==> src/hw/unit_status_defs.svh <==
// constants for the unit status word bank: word indices,
// field positions and reset values; assumes inclusion by bare name
`ifndef UNIT_STATUS_DEFS_SVH
`define UNIT_STATUS_DEFS_SVH

// word indices of the status words
`define IDX_CHANNEL_ERROR_FLAGS        12'h00B
`define IDX_EXPANSION_UNIT_ERROR_FLAGS 12'h00F
`define IDX_EXPANSION_UNIT_ALARM_FLAGS 12'h010
`define IDX_CONTROL_OUTPUT_STATE       12'h012
// word indices of the support registers
`define IDX_IRQ_STATUS                 12'h020
`define IDX_IRQ_ENABLE                 12'h021
`define IDX_IRQ_CLEAR                  12'h022
`define IDX_BANK_CONFIG                12'h023
`define IDX_HEATER_CURRENT             12'h024

// field widths
`define CHANNEL_COUNT                  4
`define UNIT_COUNT                     8
`define OUTPUT_COUNT                   4
`define IRQ_COUNT                      4
`define WORD_WIDTH                     16

// interrupt status bit positions
`define IRQ_BIT_CHANNEL_ERROR          0
`define IRQ_BIT_UNIT_ERROR             1
`define IRQ_BIT_UNIT_ALARM             2
`define IRQ_BIT_HEATER_HOLD            3

// configuration bit positions
`define CFG_BIT_LINEAR_OUTPUTS         0
`define CFG_BIT_CT_ASSIGN_ENABLE       1

// reset values
`define RST_IRQ_ENABLE                 4'h0
`define RST_BANK_CONFIG                2'h2
`define RST_HEATER_CURRENT             16'h0000

// on-time below which the heater current is not updated
`define ONTIME_MIN_MS                  100

`endif

==> src/hw/unit_status_pkg.sv <==
// types shared by the unit status word bank
// assumes the defines header is on the include path
`default_nettype none
`include "unit_status_defs.svh"

package unit_status_pkg;

   typedef logic [`WORD_WIDTH-1:0] status_word_type;
   typedef logic [11:0]            word_index_type;

   // byte address to word index; low two bits must be zero
   function automatic word_index_type word_index(input logic [13:0] addr);
      word_index = addr[13:2];
   endfunction

   // a bit that went from 0 to 1 since the previous sample
   function automatic logic any_rise(input logic [7:0] now_v,
                                     input logic [7:0] prev_v);
      any_rise = |(now_v & ~prev_v);
   endfunction

endpackage

`default_nettype wire

==> src/hw/heater_hold_if.sv <==
// link between the status bank and the heater current hold module
// both ends run on the same clock
`default_nettype none

interface heater_hold_if;
   logic [15:0] sample_value;
   logic        sample_valid;
   logic        hold_req;
   logic [15:0] held_value;
   logic        holding;

   modport monitor (
      input  sample_value,
      input  sample_valid,
      input  hold_req,
      output held_value,
      output holding
   );
   modport bank (
      output sample_value,
      output sample_valid,
      output hold_req,
      input  held_value,
      input  holding
   );
endinterface

`default_nettype wire

==> src/hw/unit_status_word_bank.sv <==
// read-only status word bank of a modular temperature controller, APB slave
// assumes an APB master on core_clk_i; status inputs come from pins
// Summary of operation
// - channel error word bits 0-3 follow channel 1-4 error.
// - unit error word bits 0-7 follow unit 1-8 zero-cross fault.
// - power-controller unit frequency fault holds the heater current.
// - unit alarm bits follow burnout, overcurrent or shorted relay.
// - power-controller units also alarm on an open relay.
// - output status bits 0-3 mirror control outputs 1-4.
// - linear output variants report outputs 1 and 2 as zero.
// - words sit at indices 000B, 000F, 0010, 0012, 16 bits each.
// - heater current held on short on-time, no CT or CT disabled.
`default_nettype none
`include "unit_status_defs.svh"

module unit_status_word_bank
   import unit_status_pkg::*;
(
   // clock and reset
   input  wire logic        core_clk_i,
   input  wire logic        rst_i,
   // apb slave
   input  wire logic        psel_i,
   input  wire logic        penable_i,
   input  wire logic        pwrite_i,
   input  wire logic [13:0] paddr_i,
   input  wire logic [31:0] pwdata_i,
   input  wire logic [3:0]  pstrb_i,
   output logic [31:0]      prdata_o,
   output logic             pready_o,
   output logic             pslverr_o,
   // interrupt
   output logic             irq_o,
   // channel and unit conditions (asynchronous pins)
   input  wire logic [3:0]  channel_error_i,
   input  wire logic [7:0]  unit_zero_cross_fault_i,
   input  wire logic [7:0]  unit_is_power_ctl_i,
   input  wire logic [7:0]  unit_freq_fault_i,
   input  wire logic [7:0]  unit_heater_burnout_i,
   input  wire logic [7:0]  unit_overcurrent_i,
   input  wire logic [7:0]  unit_relay_short_i,
   input  wire logic [7:0]  unit_relay_open_i,
   input  wire logic [3:0]  control_output_i,
   input  wire logic        ct_connected_i,
   // heater current samples (core_clk_i domain)
   input  wire logic [15:0] heater_sample_i,
   input  wire logic        heater_sample_valid_i,
   input  wire logic        ontime_short_i
);

   // pin synchroniser stages: first stage read only by the second
   localparam int SYNC_W = 4 + 8 * 7 + 4 + 1;
   logic [SYNC_W-1:0] pin_meta_r;
   logic [SYNC_W-1:0] pin_sync_r;

   // synchronised views
   logic [3:0] channel_error_s;
   logic [7:0] zero_cross_s;
   logic [7:0] power_ctl_s;
   logic [7:0] freq_fault_s;
   logic [7:0] burnout_s;
   logic [7:0] overcurrent_s;
   logic [7:0] relay_short_s;
   logic [7:0] relay_open_s;
   logic [3:0] control_output_s;
   logic       ct_connected_s;

   // status words
   status_word_type channel_error_flags_r;
   status_word_type expansion_unit_error_flags_r;
   status_word_type expansion_unit_alarm_flags_r;
   status_word_type control_output_state_r;
   status_word_type channel_error_flags_nxt;
   status_word_type expansion_unit_error_flags_nxt;
   status_word_type expansion_unit_alarm_flags_nxt;
   status_word_type control_output_state_nxt;

   // interrupt and configuration registers
   logic [`IRQ_COUNT-1:0] irq_status_r;
   logic [`IRQ_COUNT-1:0] irq_enable_r;
   logic [`IRQ_COUNT-1:0] irq_event;
   logic [`IRQ_COUNT-1:0] irq_clear;
   logic [1:0]            bank_config_r;
   logic                  holding_prev_r;
   logic                  irq_r;

   // apb state
   logic        pready_r;
   logic        pslverr_r;
   logic [31:0] prdata_r;
   logic [31:0] rdata_nxt;
   logic        addr_hit;
   logic        access;
   logic        wr_done;
   word_index_type idx;

   heater_hold_if hold_link ();

   // two flip-flops on every pin input; the ct bit resets to its idle,
   // connected level so that no false hold event follows reset
   always_ff @(posedge core_clk_i)
   begin
      if (rst_i)
      begin
         pin_meta_r <= {{(SYNC_W-1){1'b0}}, 1'b1};
         pin_sync_r <= {{(SYNC_W-1){1'b0}}, 1'b1};
      end
      else
      begin
         pin_meta_r <= {channel_error_i, unit_zero_cross_fault_i,
                        unit_is_power_ctl_i, unit_freq_fault_i,
                        unit_heater_burnout_i, unit_overcurrent_i,
                        unit_relay_short_i, unit_relay_open_i,
                        control_output_i, ct_connected_i};
         pin_sync_r <= pin_meta_r;
      end
   end

   // split synchronised pins into their fields
   assign {channel_error_s, zero_cross_s, power_ctl_s, freq_fault_s,
           burnout_s, overcurrent_s, relay_short_s, relay_open_s,
           control_output_s, ct_connected_s} = pin_sync_r;

   // next values of the status words, unused bits forced to zero
   always_comb
   begin
      channel_error_flags_nxt        = '0;
      expansion_unit_error_flags_nxt = '0;
      expansion_unit_alarm_flags_nxt = '0;
      control_output_state_nxt       = '0;
      channel_error_flags_nxt[`CHANNEL_COUNT-1:0] = channel_error_s;
      expansion_unit_error_flags_nxt[`UNIT_COUNT-1:0] = zero_cross_s;
      expansion_unit_alarm_flags_nxt[`UNIT_COUNT-1:0] =
         burnout_s | overcurrent_s | relay_short_s |
         (relay_open_s & power_ctl_s);
      control_output_state_nxt[`OUTPUT_COUNT-1:0] = control_output_s;
      // linear variants blank outputs 1 and 2
      if (bank_config_r[`CFG_BIT_LINEAR_OUTPUTS])
      begin
         control_output_state_nxt[1:0] = 2'h0;
      end
   end

   // status words track their conditions every cycle
   always_ff @(posedge core_clk_i)
   begin
      if (rst_i)
      begin
         channel_error_flags_r        <= '0;
         expansion_unit_error_flags_r <= '0;
         expansion_unit_alarm_flags_r <= '0;
         control_output_state_r       <= '0;
      end
      else
      begin
         channel_error_flags_r        <= channel_error_flags_nxt;
         expansion_unit_error_flags_r <= expansion_unit_error_flags_nxt;
         expansion_unit_alarm_flags_r <= expansion_unit_alarm_flags_nxt;
         control_output_state_r       <= control_output_state_nxt;
      end
   end

   // heater current hold request
   assign hold_link.sample_value = heater_sample_i;
   assign hold_link.sample_valid = heater_sample_valid_i;
   // short on-time, no CT, CT off, power-controller frequency fault
   assign hold_link.hold_req =
      ontime_short_i | ~ct_connected_s |
      ~bank_config_r[`CFG_BIT_CT_ASSIGN_ENABLE] |
      (|(freq_fault_s & power_ctl_s));

   heater_current_hold u_hold (
      .core_clk_i (core_clk_i),
      .rst_i      (rst_i),
      .hold_link  (hold_link.monitor)
   );

   // apb decode
   assign idx     = word_index(paddr_i);
   assign access  = psel_i & penable_i;
   assign wr_done = access & pready_r & pwrite_i & addr_hit;

   // mapped addresses and read data
   always_comb
   begin
      addr_hit  = 1'b1;
      rdata_nxt = 32'h0000_0000;
      unique case (idx)
         `IDX_CHANNEL_ERROR_FLAGS:
            rdata_nxt[15:0] = channel_error_flags_r;
         `IDX_EXPANSION_UNIT_ERROR_FLAGS:
            rdata_nxt[15:0] = expansion_unit_error_flags_r;
         `IDX_EXPANSION_UNIT_ALARM_FLAGS:
            rdata_nxt[15:0] = expansion_unit_alarm_flags_r;
         `IDX_CONTROL_OUTPUT_STATE:
            rdata_nxt[15:0] = control_output_state_r;
         `IDX_IRQ_STATUS:
            rdata_nxt[`IRQ_COUNT-1:0] = irq_status_r;
         `IDX_IRQ_ENABLE:
            rdata_nxt[`IRQ_COUNT-1:0] = irq_enable_r;
         `IDX_IRQ_CLEAR:
            rdata_nxt = 32'h0000_0000; // write only
         `IDX_BANK_CONFIG:
            rdata_nxt[1:0] = bank_config_r;
         `IDX_HEATER_CURRENT:
            rdata_nxt[15:0] = hold_link.held_value;
         default:
            addr_hit = 1'b0;
      endcase
      if (paddr_i[1:0] != 2'h0)
      begin
         addr_hit  = 1'b0;
         rdata_nxt = 32'h0000_0000;
      end
   end

   // one wait state, then answer with data and error flag
   always_ff @(posedge core_clk_i)
   begin
      if (rst_i)
      begin
         pready_r  <= 1'b0;
         pslverr_r <= 1'b0;
         prdata_r  <= 32'h0000_0000;
      end
      else
      begin
         pready_r  <= access & ~pready_r;
         pslverr_r <= access & ~pready_r & ~addr_hit;
         if (access && !pready_r && !pwrite_i && addr_hit)
         begin
            prdata_r <= rdata_nxt;
         end
         else
         begin
            prdata_r <= 32'h0000_0000;
         end
      end
   end

   // writable registers; status words take no writes
   // ignore writes to status words
   always_ff @(posedge core_clk_i)
   begin
      if (rst_i)
      begin
         irq_enable_r  <= `RST_IRQ_ENABLE;
         bank_config_r <= `RST_BANK_CONFIG;
      end
      else if (wr_done && pstrb_i[0])
      begin
         if (idx == `IDX_IRQ_ENABLE)
         begin
            irq_enable_r <= pwdata_i[`IRQ_COUNT-1:0];
         end
         if (idx == `IDX_BANK_CONFIG)
         begin
            bank_config_r <= pwdata_i[1:0];
         end
      end
   end

   // rising conditions raise interrupt events
   always_comb
   begin
      irq_event = '0;
      irq_event[`IRQ_BIT_CHANNEL_ERROR] =
         any_rise({4'h0, channel_error_flags_nxt[3:0]},
                  {4'h0, channel_error_flags_r[3:0]});
      irq_event[`IRQ_BIT_UNIT_ERROR] =
         any_rise(expansion_unit_error_flags_nxt[7:0],
                  expansion_unit_error_flags_r[7:0]);
      irq_event[`IRQ_BIT_UNIT_ALARM] =
         any_rise(expansion_unit_alarm_flags_nxt[7:0],
                  expansion_unit_alarm_flags_r[7:0]);
      irq_event[`IRQ_BIT_HEATER_HOLD] = hold_link.holding & ~holding_prev_r;
   end

   // write-one-to-clear strobe
   assign irq_clear = (wr_done && pstrb_i[0] && idx == `IDX_IRQ_CLEAR) ?
                      pwdata_i[`IRQ_COUNT-1:0] : '0;

   // sticky status: a new event wins over a clear in the same cycle
   always_ff @(posedge core_clk_i)
   begin
      if (rst_i)
      begin
         irq_status_r   <= '0;
         holding_prev_r <= 1'b0;
      end
      else
      begin
         irq_status_r   <= (irq_status_r & ~irq_clear) | irq_event;
         holding_prev_r <= hold_link.holding;
      end
   end

   // level interrupt from enabled status bits
   always_ff @(posedge core_clk_i)
   begin
      if (rst_i)
      begin
         irq_r <= 1'b0;
      end
      else
      begin
         irq_r <= |(irq_status_r & irq_enable_r);
      end
   end

   // outputs straight from flip-flops
   assign prdata_o  = prdata_r;
   assign pready_o  = pready_r;
   assign pslverr_o = pslverr_r;
   assign irq_o     = irq_r;

endmodule // unit_status_word_bank

`default_nettype wire

==> src/hw/heater_current_hold.sv <==
// heater current monitor value with hold
// assumes samples arrive already synchronous to core_clk_i
`default_nettype none
`include "unit_status_defs.svh"

module heater_current_hold
   import unit_status_pkg::*;
(
   // clock and reset
   input  wire logic        core_clk_i,
   input  wire logic        rst_i,
   // link to the bank
   heater_hold_if.monitor   hold_link
);

   logic [15:0] value_r;
   logic        holding_r;

   // take new samples only while no hold condition stands
   always_ff @(posedge core_clk_i)
   begin
      if (rst_i)
      begin
         value_r <= `RST_HEATER_CURRENT;
      end
      else if (hold_link.sample_valid && !hold_link.hold_req)
      begin
         value_r <= hold_link.sample_value;
      end
   end

   // hold indication follows the request
   always_ff @(posedge core_clk_i)
   begin
      if (rst_i)
      begin
         holding_r <= 1'b0;
      end
      else
      begin
         holding_r <= hold_link.hold_req;
      end
   end

   assign hold_link.held_value = value_r;
   assign hold_link.holding    = holding_r;

endmodule // heater_current_hold

`default_nettype wire

==> config.mk <==
export PLATFORM = sky130hd
export DESIGN_NAME = unit_status_word_bank
export DESIGN_NICKNAME = d
export VERILOG_FILES = /design/src/hw/unit_status_pkg.sv /design/src/hw/heater_hold_if.sv /design/src/hw/unit_status_word_bank.sv /design/src/hw/heater_current_hold.sv
export VERILOG_INCLUDE_DIRS = /design/src /design/src/hw
export SDC_FILE = /design/constraint.sdc
export NUM_CORES = 1
export LEC_CHECK = 0
export BUFFER_PORTS_ARGS = -buffer_cell sky130_fd_sc_hd__buf_2
export CORE_AREA = 2 2 117 119
export DETAILED_ROUTE_END_ITERATION = 10
export DIE_AREA = 0 0 119 121
export GPL_ROUTABILITY_DRIVEN = 0
export PLACE_DENSITY = 0.77
export SLEW_MARGIN = 15
export SYNTH_ARGS = -nofsm -noshare
export SYNTH_HDL_FRONTEND = slang
export SYNTH_SLANG_ARGS = --single-unit
==> constraint.sdc <==
create_clock -name core_clk_i -period 3.5 [get_ports core_clk_i]
set_clock_uncertainty 0.2 [all_clocks]
set_input_delay 0.7 -clock core_clk_i [delete_from_list [all_inputs] [get_ports core_clk_i]]
set_output_delay 0.7 -clock core_clk_i [all_outputs]
set_load 0.03 [all_outputs]
== Word level (Yosys, flattened, before mapping) ==
Index checks and enable logic that the tools add are counted.
W data, S select, Z words.

* Flip-flop bits (word level): 257
* Bits of input ports: 138
* Output and inout bits: 35
* Logic and storage cells: 89

* Equal/unequal tests: 9
* Multiplexer cells: 6
* Bitwise logic cells: 31
* Reductions and logical operators: 21

{| class="wikitable"
|+ Operators by type and width
! kind !! number
|-
| $eq A12 B6 Y1 const B || 5
|-
| $pmux W12 S5 || 1
|-
| $and A8 B8 Y8 || 4
|-
| $reduce_or A8 Y1 || 4
|-
| $eq A12 B4 Y1 const B || 2
|-
| $eq A12 B5 Y1 const B || 2
|-
| $or A8 B8 Y8 || 3
|-
| $not A8 Y8 || 2
|-
| $pmux W2 S8 || 1
|-
| $pmux W2 S7 || 1
|-
| $reduce_or A9 Y1 || 1
|-
| $and A4 B4 Y4 || 2
|-
| $and A4 B8 Y8 || 1
|-
| $not A4 Y8 || 1
|-
| $and A1 B1 Y1 || 7
|-
| $logic_and A1 B1 Y1 || 6
|-
| $not A1 Y1 || 6
|-
| $mux W4 || 1
|-
| $not A4 Y4 || 1
|-
| $or A4 B4 Y4 || 1
|-
| $reduce_and A2 Y1 || 2
|-
| $reduce_or A2 Y1 || 2
|-
| $reduce_or A4 Y1 || 1
|-
| $logic_not A1 Y1 || 3
|-
| other kinds (4) || 7
|}

== Depth between registers and ports, before layout ==
* Depth in word-level cells: 11
* Gate-level depth with buffers: 7

== Modules after synthesis ==
From an unflattened synthesis, not the netlist that was laid out.

* Cells, all modules: 607
* Area total of the unflattened synthesis: 6687.7 sq um

{| class="wikitable"
|+ By module, submodules not included
! module !! times used !! cells an instance !! area an instance (sq um)
|-
| unit_status_word_bank || 1 || 534 || 5888.1
|-
| heater_current_hold || 1 || 73 || 799.5
|}

== Worst setup path before layout ==
OpenSTA, ideal clock, no wires.

* Path kind: in2reg
* Start: input port paddr_i[11]
* End: register pslverr_r (netlist: pslverr_o)
* Library setup time: 0.125 ns
* Arrival time: 1.971 ns
* Data required time: 3.175 ns
* Setup slack: 1.204 ns
* Stages on the path: 5
* Cells stage by stage: or4_4 > nor4_2 > and2_1 > nor2_1 > o41a_1

* Word-level cells in the longest chain between the ends: 6
* Elaborated cells between the ends (all ways): 14
* Those cells by class: eq/ne: 9; mux: 2; bitwise: 2; reduce/logical: 1

{| class="wikitable"
|+ RTL lines
! item !! line !! text
|-
| start, declared || unit_status_word_bank.sv:26 || <nowiki>input wire logic [13:0] paddr_i,</nowiki>
|-
| $eq A12 B6 Y1 (tied with other cells) || unit_status_word_bank.sv:188 || <nowiki>unique case (idx)</nowiki>
|-
| $reduce_or A9 Y1 (no source line) (*) || - ||
|-
| $mux W1 (*) || unit_status_word_bank.sv:188 ||
|-
| $mux W1 (*) || unit_status_word_bank.sv:210 || <nowiki>if (paddr_i[1:0] != 2'h0)</nowiki>
|-
| $not A1 Y1 (*) || unit_status_word_bank.sv:229 || <nowiki>pslverr_r <= access & ~pready_r & ~addr_hit;</nowiki>
|-
| $and A1 B1 Y1 (*) || unit_status_word_bank.sv:229 ||
|-
| end signal, assigned || unit_status_word_bank.sv:229 ||
|-
| end, declared || unit_status_word_bank.sv:89 || <nowiki>logic pslverr_r;</nowiki>
|}

Every way passes the cells marked *; elsewhere a longest branch is shown, timed or not.
A chain may end at the register's enable or synchronous reset.

== Worst setup path in the final report ==
* Start: register pin_sync_r[45]
* End: register irq_status_r[2]

* Word-level cells in the longest chain between the ends: 5

{| class="wikitable"
|+ RTL lines
! item !! line !! text
|-
| start, declared || unit_status_word_bank.sv:54 || <nowiki>logic [SYNC_W-1:0] pin_sync_r;</nowiki>
|-
| start signal, assigned || unit_status_word_bank.sv:106 || <nowiki>pin_sync_r <= {{(SYNC_W-1){1'b0}}, 1'b1};</nowiki>
|-
| start signal, assigned || unit_status_word_bank.sv:115 || <nowiki>pin_sync_r <= pin_meta_r;</nowiki>
|-
| $and A8 B8 Y8 || unit_status_word_bank.sv:135 || <nowiki>(relay_open_s & power_ctl_s);</nowiki>
|-
| $or A8 B8 Y8 || unit_status_word_bank.sv:134 || <nowiki>burnout_s | overcurrent_s | relay_short_s |</nowiki>
|-
| $and A8 B8 Y8 || unit_status_pkg.sv:19 || <nowiki>any_rise = |(now_v & ~prev_v);</nowiki>
|-
| $reduce_or A8 Y1 || unit_status_pkg.sv:19 ||
|-
| $or A4 B4 Y4 || unit_status_word_bank.sv:293 || <nowiki>irq_status_r <= (irq_status_r & ~irq_clear) | irq_event;</nowiki>
|-
| end signal, assigned || unit_status_word_bank.sv:293 ||
|-
| end, declared || unit_status_word_bank.sv:79 || <nowiki>logic [`IRQ_COUNT-1:0] irq_status_r;</nowiki>
|}

Every way passes these cells.

==> results.cfg <==
[cells_and_area]
final_common_cell = dfxtp_1
final_nets = 851
final_core_utilization_pct = 60.1
most-common-layout-cells = dfxtp_1 (201), nor2b_1 (143), buf_2 (124)
synthToLayoutAreaGrowth_pct = 21.5
drive_above_1_share_pct = 24.5
fillCellCount = 1092
n_antenna_cell = 0
seq_area_mm2 = 0.00402
multiInputGateArea_mm2 = 0.00220

[clocking]
post_cts_buffers = 0
post_cts_resized = 0
cts_root_buf = clkbuf_16
insertion_delay_ns = 0.48
cts_buffers = 20
clock-sinks = 201
cts_tree = done
ctsHtreeMaxLevel = 1
ctsHoldBuffers = 0
clk_pin_slew_ns = 0.06
clock_path_buffers = 3

[detailed_routing]
vias = 4315
first_pass_iters = 4
wl_per_cell_um = 13.3
drt_iter0_drc = 295
viasPerCell = 4.78
drcViolationCount = 0
drt_wl_total_mm = 12.0
ant_nets = 0

[global_route]
grt_max_degree = 108
overflow = 0
grt_usage_pct = 16.8
grt_pass1_vias = 4321
grt_pass1_wl_mm = 19.6
antenna_found_initial = 0

[power]
power_frac_clock_pct = 45.0
p_sw_mw = 1.01
irDropWorstVdd_v = 0.000417
swShare_pct = 20.7
p_leak_nw = 3.43
internal_power_mw = 3.86
cellPowerDensity_mw_per_mm2 = 619
p_comb_share_pct = 5.3
seqPwrFrac_pct = 49.7

[placement]
dp_slack_ns = 0.736
dp_hpwl_mm = 8.58
port_buffers = 125

[floorplanning]
die_y_um = 121
die-area_mm2 = 0.0144
rows = 42
pin_count = 173
coreArea_mm2 = 0.0131
dieWidth_um = 119
start_util_pct = 49.4

[timing]
period_minus_slack_ns = 2.33
period_share_pct = 66.6
tightest_slew_ns = 1.04
slew_headroom_pct = 29.0
setup_ws_ns = 1.17
finalSetupViolCount = 0
hold_viol = 0
setup-tns-final_ns = 0
rsz0062_at_grt = false
clock.fmax_mhz = 429
timing.final.max_slew_violations = 0

[synthesis]
netlist_instances = 593
syn-mean-instance-area_um2 = 10.9
synth-seq-area-share_pct = 62.2
synthTopCellsByArea = dfxtp_1 (62%), nor2b_1 (14%), mux2i_1 (3.7%), nor2_1 (2.6%), buf_4 (2.1%)
synthesis.area_mm2 = 0.00647
yosysUniqueCellTypes = 46
yosysTopAreaCellShare_pct = 62.2
synth_warnings = 0
ys_ff_latch = 201
synth_top_area_cell = dfxtp_1

[status]
run_status = finished clean

[setup_path]
crit_fanout = 2
worst_ep_arrival_time_ns = 2.45
critPathRequiredTime_ns = 3.62
endpoint_kind = register
crit_family = compound AO/OA/AOI/OAI gates
path_class = register to register
start_kind = register
cp_slowest_stage_delay_ns = 0.87
critPathBufInv = 0
path_cells = a2111oi_0 > o22ai_1 > nor4_1 > a21oi_1
slowest_stage = a2111oi_0

[job]
drv_cap = 0

[hold_path]
hold_class = primary input to register
[sequential cells by signal (all words and copies together), names as in the netlist, 2 cells and up]
| register | flops |
|---|---|
| control_output_state_r | 4 |
| channel_error_flags_r | 4 |
| irq_status_r | 4 |
| expansion_unit_alarm_flags_r | 8 |
| u_hold.hold_link.held_value | 16 |
| expansion_unit_error_flags_r | 8 |
| irq_enable_r | 4 |
| pin_sync_r | 65 |
| pin_meta_r | 65 |
| prdata_o | 16 |
| bank_config_r | 2 |
[cell families (layout without fill, tap and decap cells)]
logic type / Yosys count / after routing / share of synthesized area [%]
mux: 31 / 31 / 4.93
compound gates: 58 / 58 / 6.09
simple gates: 241 / 241 / 22.0
buf+inv: 60 / 179 / 4.58
xor+xnor: 1 / 1 / 0.135
other cells: 1 / 16 / 0.0580
flops: 201 / 201 / 62.2
[stage by stage]
step / area (µm²) / hold WS (ns) / power, mW / cells
after CTS: 7860 / 0.202 / 4.92 / 903
after floorplan: 6530 / 0.189 / 2.64 / 608
final: 7860 / 0.210 / 4.87 / 903
after global routing: 7860 / 0.197 / 5.06 / 903
after global placement: 7150 / 0.201 / 2.72 / 867
after detailed placement: 7150 / 0.201 / 2.73 / 867
[per-layer routing]
layer,wire (µm),GRT usage [%],vias to the layer above
met5,0,0,-
met4,221,5.13,0
met3,826,3.48,21
met2,5920,30.4,165
met1,5030,20.2,1963
li1,-,-,2166
[final timing paths]
kind	to	startpoint	slack (ns)	depth (start not counted)
min	pin_meta_r[0]	ct_connected_i	0.21	2
max reg2reg	irq_status_r[2]	pin_sync_r[45]	1.17	4
min reg2reg	pin_sync_r[0]	pin_meta_r[0]	0.21	1
max	irq_status_r[2]	pin_sync_r[45]	1.17	4
[synthesized netlist by cell type (all sizes together)]
master     n
a2111oi    8
a211o      1
a211oi     1
a21oi     13
a221oi     4
a222oi     1
a22oi     12
a31oi      3
and2       2
and3      11
and4b      1
buf       23
clkbuf    21
conb       1
dfxtp    201
inv       16
mux2       7
mux2i     24
nand2     12
nand2b     1
nand3      1
nand3b     1
nand4      3
nand4b     2
nor2      45
nor2b    143
nor3       2
nor3b      3
nor4       4
nor4b      3
o21ai      8
o22ai      6
o41a       1
or2        3
or3        1
or4        3
xor2       1
[power groups by stage]
stage / Clock, mW / Combinational, mW / Sequential (mW)
finish: 2.19 / 0.260 / 2.42
global route: 2.34 / 0.291 / 2.42
CTS: 2.23 / 0.263 / 2.42
detailed placement: 0 / 0.260 / 2.47
global placement: 0 / 0.253 / 2.46
floorplan: 0 / 0.181 / 2.46
[worst reg2reg max path, stage by stage (launching register included)]
cell       delay [ns]
dfxtp_1          0.33
a2111oi_0        0.87
o22ai_1          0.24
nor4_1           0.44
a21oi_1          0.11
[cell type report]
cell class              instances  area share [%]
clock buffers                  27            7.61
clock inverters                 9            1.43
inverters                      16           0.764
multi-input cells             347            28.0
flip-flops and latches        201            51.2
well taps                     176            2.80
repair buffers                127            8.18
No activity file was read; power rests on OpenSTA's default activity.
